## src/verilog/rfp_pkg.sv

```systemverilog
/*
 Package for the fractional prescaler: register offsets, field widths,
 reset values and the tick-rate constants shared by both ends.
 Assumes a single peripheral clock for both ends.
*/
package rfp_pkg;
    localparam int          INT_W          = 13;
    localparam int          FRAC_W         = 15;
    localparam int          REG_W          = 16;
    localparam int          ADDR_W         = 32;
    localparam logic [31:0] INT_VAL_OFFSET  = 32'hE0024080;
    localparam logic [31:0] FRAC_VAL_OFFSET = 32'hE0024084;
    localparam logic [12:0] INT_VAL_RESET   = 13'h0000;
    localparam logic [14:0] FRAC_VAL_RESET  = 15'h0000;
    localparam int          TICK_HZ        = 32768;
    localparam int          MIN_PCLK_HZ    = 65536;
    localparam int          PCLK_HZ        = 10000000;
    localparam logic [12:0] INT_DEFAULT    = 13'((PCLK_HZ / TICK_HZ) - 1);
    localparam logic [14:0] FRAC_DEFAULT   = 15'(PCLK_HZ - (PCLK_HZ / TICK_HZ) * TICK_HZ);
endpackage

```

## src/verilog/rfp_if.sv

```systemverilog
/*
 Interface joining the prescaler with its software-side programmer.
 Assumes both ends share mclk_i and rstn_i.
*/
`timescale 1ns/1ps
interface rfp_if;
    import rfp_pkg::*;
    logic                wr_en;
    logic                rd_en;
    logic [ADDR_W-1:0]   addr;
    logic [REG_W-1:0]    wdata;
    logic [REG_W-1:0]    rdata;
    logic                tick;

    modport dev  (input wr_en, input rd_en, input addr, input wdata, output rdata, output tick);
    modport host (output wr_en, output rd_en, output addr, output wdata, input rdata, input tick);
endinterface

```

## src/verilog/rfp_prescaler.sv

```systemverilog
/*
 Fractional prescaler device end: two registers, 13-bit integer
 down-counter, 15-bit fraction counter, tick output.
 Assumes a register port of simple write/read strobes on mclk_i.
*/
`timescale 1ns/1ps
// Function
// - 13-bit down-counter and 15-bit fraction counter
// - Period is integer plus one, some plus one more
// - Combinational logic decides each period's extension
// - Each fraction bit matches one counter pattern
// - Bit 14 extends periods with counter LSB one
// - Bit 13 extends periods with low bits 10
// - Extended periods spread evenly
// - Zero fraction gives equal periods
// - Integer value bits 12:0, reset zero
// - Fraction value bits 14:0, reset zero
// - Software loads integer value, at least one
// - Software loads fraction as remaining cycles
// - Peripheral clock at least 65.536 kHz
// - Software writes no ones to reserved bits
// - Average 32768 ticks per second
module rfp_prescaler (
    input  wire logic   mclk_i,
    input  wire logic   rstn_i,
    rfp_if.dev          bus,
    output logic [14:0] frac_count_o
);
    import rfp_pkg::*;

    // Register state
    logic [INT_W-1:0]  int_val_q;
    logic [FRAC_W-1:0] frac_val_q;
    logic [REG_W-1:0]  rdata_q;
    logic [REG_W-1:0]  rdata_d;

    // Divider state
    logic [INT_W-1:0]  int_cnt_q;
    logic [INT_W-1:0]  int_cnt_d;
    logic              ext_q;
    logic              ext_d;
    logic [FRAC_W-1:0] frac_cnt_q;
    logic [FRAC_W-1:0] frac_cnt_d;

    // Decode and control
    logic              wr_int;
    logic              wr_frac;
    logic              rd_int;
    logic              rd_frac;
    logic              at_zero;
    logic              extend;
    logic              hold_one;
    logic              period_end;

    // Full-word match keeps aliases out of the two-register map
    function automatic logic reg_hit(input logic [ADDR_W-1:0] addr,
                                     input logic [ADDR_W-1:0] offset);
        return addr == offset;
    endfunction

    // Lowest one of the counter; zero is screened out by the caller
    function automatic logic [3:0] lowest_one(input logic [FRAC_W-1:0] cnt);
        logic [3:0] pos;
        pos = 4'hE;
        for (int p = FRAC_W - 1; p >= 0; p--) begin
            if (cnt[p]) begin
                pos = 4'(p);
            end
        end
        return pos;
    endfunction

    // Bit k of the setting owns counter values whose lowest one is at 14-k;
    // patterns never overlap, so one wrap holds exactly setting extensions
    function automatic logic frac_hit(input logic [FRAC_W-1:0] setting,
                                      input logic [FRAC_W-1:0] cnt);
        logic [3:0] pos;
        pos = lowest_one(cnt);
        if (cnt == 15'h0000) begin
            return 1'b0;
        end
        return setting[4'hE - pos];
    endfunction

    assign wr_int  = bus.wr_en && reg_hit(bus.addr, INT_VAL_OFFSET);
    assign wr_frac = bus.wr_en && reg_hit(bus.addr, FRAC_VAL_OFFSET);
    assign rd_int  = bus.rd_en && reg_hit(bus.addr, INT_VAL_OFFSET);
    assign rd_frac = bus.rd_en && reg_hit(bus.addr, FRAC_VAL_OFFSET);

    // Integer value; a new value only takes effect at the next reload
    always_ff @(posedge mclk_i or negedge rstn_i) begin
        if (!rstn_i) begin
            int_val_q <= INT_VAL_RESET;
        end else if (wr_int) begin
            int_val_q <= bus.wdata[INT_W-1:0];
        end
    end

    // Fraction value; takes effect from the next period decision
    always_ff @(posedge mclk_i or negedge rstn_i) begin
        if (!rstn_i) begin
            frac_val_q <= FRAC_VAL_RESET;
        end else if (wr_frac) begin
            frac_val_q <= bus.wdata[FRAC_W-1:0];
        end
    end

    // Reserved and unmapped bits read as zero, so software sees no noise
    always_comb begin
        rdata_d = rdata_q;
        if (rd_int) begin
            rdata_d = {3'h0, int_val_q};
        end else if (rd_frac) begin
            rdata_d = {1'h0, frac_val_q};
        end else if (bus.rd_en) begin
            rdata_d = 16'h0000;
        end
    end

    // Read data holds until the next read strobe
    always_ff @(posedge mclk_i or negedge rstn_i) begin
        if (!rstn_i) begin
            rdata_q <= 16'h0000;
        end else begin
            rdata_q <= rdata_d;
        end
    end

    assign at_zero  = (int_cnt_q == 13'h0000);
    assign extend   = frac_hit(frac_val_q, frac_cnt_q);
    // Counter parks at zero one more clock when the period is stretched
    assign hold_one = at_zero && extend && !ext_q;
    assign period_end = at_zero && !hold_one;

    // Down-count, then either stretch once or reload
    always_comb begin
        int_cnt_d = int_cnt_q;
        if (!at_zero) begin
            int_cnt_d = int_cnt_q - 13'h0001;
        end else if (!hold_one) begin
            int_cnt_d = int_val_q;
        end
    end

    // Stretch marker lives for exactly the one extra clock
    always_comb begin
        ext_d = ext_q;
        if (at_zero) begin
            ext_d = hold_one;
        end
    end

    // Wraps by itself after 32768 periods
    always_comb begin
        frac_cnt_d = frac_cnt_q;
        if (period_end) begin
            frac_cnt_d = frac_cnt_q + 15'h0001;
        end
    end

    always_ff @(posedge mclk_i or negedge rstn_i) begin
        if (!rstn_i) begin
            int_cnt_q <= INT_VAL_RESET;
        end else begin
            int_cnt_q <= int_cnt_d;
        end
    end

    always_ff @(posedge mclk_i or negedge rstn_i) begin
        if (!rstn_i) begin
            ext_q <= 1'b0;
        end else begin
            ext_q <= ext_d;
        end
    end

    always_ff @(posedge mclk_i or negedge rstn_i) begin
        if (!rstn_i) begin
            frac_cnt_q <= 15'h0000;
        end else begin
            frac_cnt_q <= frac_cnt_d;
        end
    end

    // One-cycle tick per period gives 32768 per second when programmed;
    // the tick is combinational so the counter sees it in the same clock
    assign bus.tick     = period_end;
    assign bus.rdata    = rdata_q;
    assign frac_count_o = frac_cnt_q;
endmodule

```

## src/flat_wrapper.sv

```systemverilog
// flat-port wrapper written by rule: the top's interface ports become plain ports
module rfp_prescaler_flat import rfp_pkg::*;
  (mclk_i, rstn_i, frac_count_o, bus_wr_en, bus_rd_en, bus_addr, bus_wdata, bus_rdata, bus_tick);
  rfp_if bus_i ();
  input  wire logic mclk_i;
  input  wire logic rstn_i;
  output logic [14:0] frac_count_o;
  input wire logic [$bits(bus_i.wr_en)-1:0] bus_wr_en;
  input wire logic [$bits(bus_i.rd_en)-1:0] bus_rd_en;
  input wire logic [$bits(bus_i.addr)-1:0] bus_addr;
  input wire logic [$bits(bus_i.wdata)-1:0] bus_wdata;
  output wire logic [$bits(bus_i.rdata)-1:0] bus_rdata;
  output wire logic [$bits(bus_i.tick)-1:0] bus_tick;
  assign bus_i.wr_en = bus_wr_en;
  assign bus_i.rd_en = bus_rd_en;
  assign bus_i.addr = bus_addr;
  assign bus_i.wdata = bus_wdata;
  assign bus_rdata = bus_i.rdata;
  assign bus_tick = bus_i.tick;
  rfp_prescaler u_core (.mclk_i(mclk_i), .rstn_i(rstn_i), .bus(bus_i), .frac_count_o(frac_count_o));
endmodule
```

## config.mk

```make
export PLATFORM = sky130hd
export DESIGN_NAME = rfp_prescaler_flat
export DESIGN_NICKNAME = d
export VERILOG_FILES = /design/src/verilog/rfp_pkg.sv /design/src/verilog/rfp_if.sv /design/src/verilog/rfp_prescaler.sv /design/src/flat_wrapper.sv
export SDC_FILE = /design/constraint.sdc
export NUM_CORES = 1
export LEC_CHECK = 0
export CAP_MARGIN = 5
export CELL_PAD_IN_SITES_DETAIL_PLACEMENT = 1
export CELL_PAD_IN_SITES_GLOBAL_PLACEMENT = 1
export CORE_ASPECT_RATIO = 2
export CORE_UTILIZATION = 49
export DETAILED_ROUTE_END_ITERATION = 16
export DONT_BUFFER_PORTS = 1
export GPL_TIMING_DRIVEN = 1
export PLACE_DENSITY_LB_ADDON = 0.15
export SKIP_LAST_GASP = 1
export SLEW_MARGIN = 10
export SYNTH_ARGS = -nofsm -noshare
export SYNTH_HDL_FRONTEND = slang
export SYNTH_SLANG_ARGS = --single-unit
```

## constraint.sdc

```tcl
create_clock -name mclk_i -period 4.04 [get_ports mclk_i]
set_clock_uncertainty 0.05 [all_clocks]
set_input_delay 0.404 -clock mclk_i [delete_from_list [all_inputs] [get_ports mclk_i]]
set_output_delay 0.404 -clock mclk_i [all_outputs]
set_load 0.02 [all_outputs]
```

==> flow_metrics.env <==
export IMPL_synth_area_um2=3850
export IMPL_cts_clk_slew_worst_paths_ns=0.06
export IMPL_fin_ws_ns=0.159
export IMPL_synth_top_family_by_area="simple AND/OR/NAND/NOR gates"
export IMPL_cts_tree="built"
export IMPL_syn2layout_area_growth_pct=13.6
export IMPL_fill_cells=847
export IMPL_met3WireLength_um=420
export IMPL_clk_latency_ns=0.34
export IMPL_synth_compound_area_share_pct=10.8
export IMPL_critPathKind="reg -> out"
export IMPL_design_core_area_um2=7600
export IMPL_numCtsBuffers=9
export IMPL_syn_num_nets=427
export IMPL_grt_max_degree=73
export IMPL_postLayoutCellArea_um2=4370
export IMPL_grt_ovfl_total=0
export IMPL_cap_violations=0
export IMPL_final_min_clock_period_ns=3.88
export IMPL_vdd_drop_max_mv=0.284
export IMPL_initial_core_util_pct=50.6
export IMPL_netlist_instances=371
export IMPL_fmax_mhz=258
export IMPL_reg2regPathDepth=11
export IMPL_clock_sinks=72
export IMPL_num_vias=2848
export IMPL_synth_flop_cell="dfrtp_1"
export IMPL_worst_hold_slack_ns=0.126
export IMPL_hold_viol_final=0
export IMPL_hpwl_um=6970
export IMPL_ys_seq_area_share_pct=46.8
export IMPL_clk_path_buf_depth=2
export IMPL_critPathArrivalTime_ns=3.43
export IMPL_postCtsSetupBuffers=0
export IMPL_worstSetupEndpointType="primary output"
export IMPL_ios=84
export IMPL_wl_met2_um=5410
export IMPL_synth_xor_area_share_pct=5.47
export IMPL_p_per_area_nw_per_um2=338
export IMPL_power_frac_clock_pct=49.5
export IMPL_setup_viol=0
export IMPL_fp_dieW_um=64.6
export IMPL_dp_slack_ns=0.214
export IMPL_die_y_um=127
export IMPL_gp_congestion=0.791
export IMPL_top_layer="met4"
export IMPL_p_leak_nw=2.04
export IMPL_vias_per_cell=5.88
export IMPL_hold_depth=1
export IMPL_dpl_cell_count=467
export IMPL_synth_area_leaders="dfrtp_1 (47%), mux2_2 (11%), xor2_1 (3.9%)"
export IMPL_critPathLaunchType="register"
export IMPL_fin_crit_sh_pct=96.1
export IMPL_switchingPower_mw=0.306
export IMPL_synth_seq_cells=72
export IMPL_intPower_mw=1.17
export IMPL_antenna_found_initial=0
export IMPL_finalSetupTns_ns=0
export IMPL_synth_top_area_cell="dfrtp_1"
export IMPL_rows=45
export IMPL_crit_fanout=7
export IMPL_synth_mux_area_share_pct=12.5
export IMPL_drive_gt1_share_pct=24.1
export IMPL_status="finished, final reports clean"
export IMPL_p_total_mw=1.48
export IMPL_drt_met1_wl_um=3440
export IMPL_tightest_slew_ns=1.19
export IMPL_dpl_cell_area_um2=4060
export IMPL_numPortBuffers=0
export IMPL_synthAdderAreaFrac_pct=1.30
export IMPL_fin_nets=442
export IMPL_async_reset_ff_share_pct=100
export IMPL_n_antenna_cell=0
export IMPL_routed_wl_um=9490
export IMPL_worstPathRequired_ns=3.59
export IMPL_synth_edf_count=0
export IMPL_hold_path_class="in -> reg"
export IMPL_synth_cell_types=60
export IMPL_grt_use_total_pct=25.5
export IMPL_yosysWarnings=0
export IMPL_grt_pass1_vias=3250
export IMPL_final_cell_mix="dfrtp_1 (71), mux2_2 (38), nor2_1 (29), o21ai_0 (25)"
export IMPL_pwr_share_seq_pct=48.8
export IMPL_drc=0
export IMPL_drt_first_pass_iters=4
export IMPL_finalCoreUtilization_pct=57.5
export IMPL_drtIter0Drc=122
export IMPL_final_cells=484
export IMPL_p_sw_share_pct=20.7
export IMPL_grt_pass1_wl_um=15700
export IMPL_synth_simple_area_share_pct=17.8
export IMPL_layout_commonest_cell="dfrtp_1"
export IMPL_max_slew_margin_pct=20.7
export IMPL_h_tree_depth=3
export IMPL_rsz0062_at_grt="no"
export IMPL_pwr_share_comb_pct=1.7
export IMPL_root_buffer="clkbuf_16"
export IMPL_synth_top_area_share_pct=46.8
export IMPL_ant_nets=0
export IMPL_avgSynthCellArea_um2=10.4
export IMPL_slew_violations=0
export IMPL_wl_per_cell_um=19.6
export IMPL_dieArea_um2=8230
==> worst paths after layout <==
path | start | endpoint | slack (ns)
min in group asynchronous | rstn_i | u_core.int_cnt_q[2] | 0.59
max reg2reg | u_core.frac_count_o[10] | u_core.int_cnt_q[5] | 0.32
min reg2reg | u_core.ext_q | u_core.ext_q | 0.44
min | bus_rd_en | u_core.bus.rdata[11] | 0.13
max in group asynchronous | rstn_i | u_core.bus.rdata[0] | 3.04
max | u_core.frac_count_o[10] | bus_tick | 0.16
==> cells by family (layout without fill, tap and decap cells) <==
family,after synthesis,after routing
AND/OR/NAND/NOR,121,121
adder cells (fa/ha/maj),4,4
flip-flops,72,72
multiplexers,42,42
XOR/XNOR,24,24
other,1,1
buffers and inverters,47,66
AO/OA/AOI/OAI,60,60
==> synth_stat cells (4+ instances only) <==
cell	count
dfrtp_1	72
mux2_2	38
nor2_1	29
o21ai_0	25
inv_1	24
nand3_1	24
nand2_1	18
xor2_1	17
clkbuf_1	13
nor4_1	9
nor3_1	8
a211oi_1	7
xnor2_1	7
nand4_1	5
a21oi_1	4
ha_1	4
==> registers in the layout, summed over array words and instances (netlist names) <==
| register | cells |
|---|---|
| u_core.frac_count_o | 15 |
| u_core.int_cnt_q | 13 |
| u_core.int_val_q | 13 |
| u_core.frac_val_q | 15 |
| u_core.ext_q | 1 |
| u_core.bus.rdata | 15 |
==> power groups by stage <==
stage	clock network [mW]	registers (mW)	logic, mW
2_1_floorplan	0	0.735	0.0127
3_3_place_gp	0	0.734	0.00672
3_5_place_dp	0	0.734	0.00677
4_1_cts	0.746	0.721	0.0258
5_1_grt	0.775	0.721	0.0283
6_report	0.733	0.722	0.0249
==> repair_timing <==
action	in CTS	in global routing
hold endpoints to repair	72	0
hold buffers	2	0
setup endpoints to repair	0	2
resized for setup	0	1
==> critical path: stages (launching register included) <==
cell,delay [ns]
dfrtp_1,0.51
o31ai_1,0.40
a211oi_1,0.13
o31a_1,0.27
ha_1,0.31
buf_4,0.15
buf_4,0.13
mux4_2,0.54
mux2i_1,0.14
mux2i_1,0.09
a21oi_1,0.22
buf_4,0.20
==> final cells by class <==
type                    instances  area [um^2]  share of cell area, %
clock buffers                  12          256                   5.87
clock inverters                 3         17.5                  0.401
inverters                      25         93.8                   2.15
multi-input cells             252         1860                   42.7
flip-flops and latches         72         1800                   41.3
well taps                      94          118                   2.69
repair buffers                 26          218                   4.98
==> per-layer routing <==
metal	track usage [%]	vias to the layer above
li1	-	1337
met1	25.2	1410
met2	48.7	86
met3	6.25	15
met4	10.6	0
met5	0	-
(Power assumes the default switching activity.)
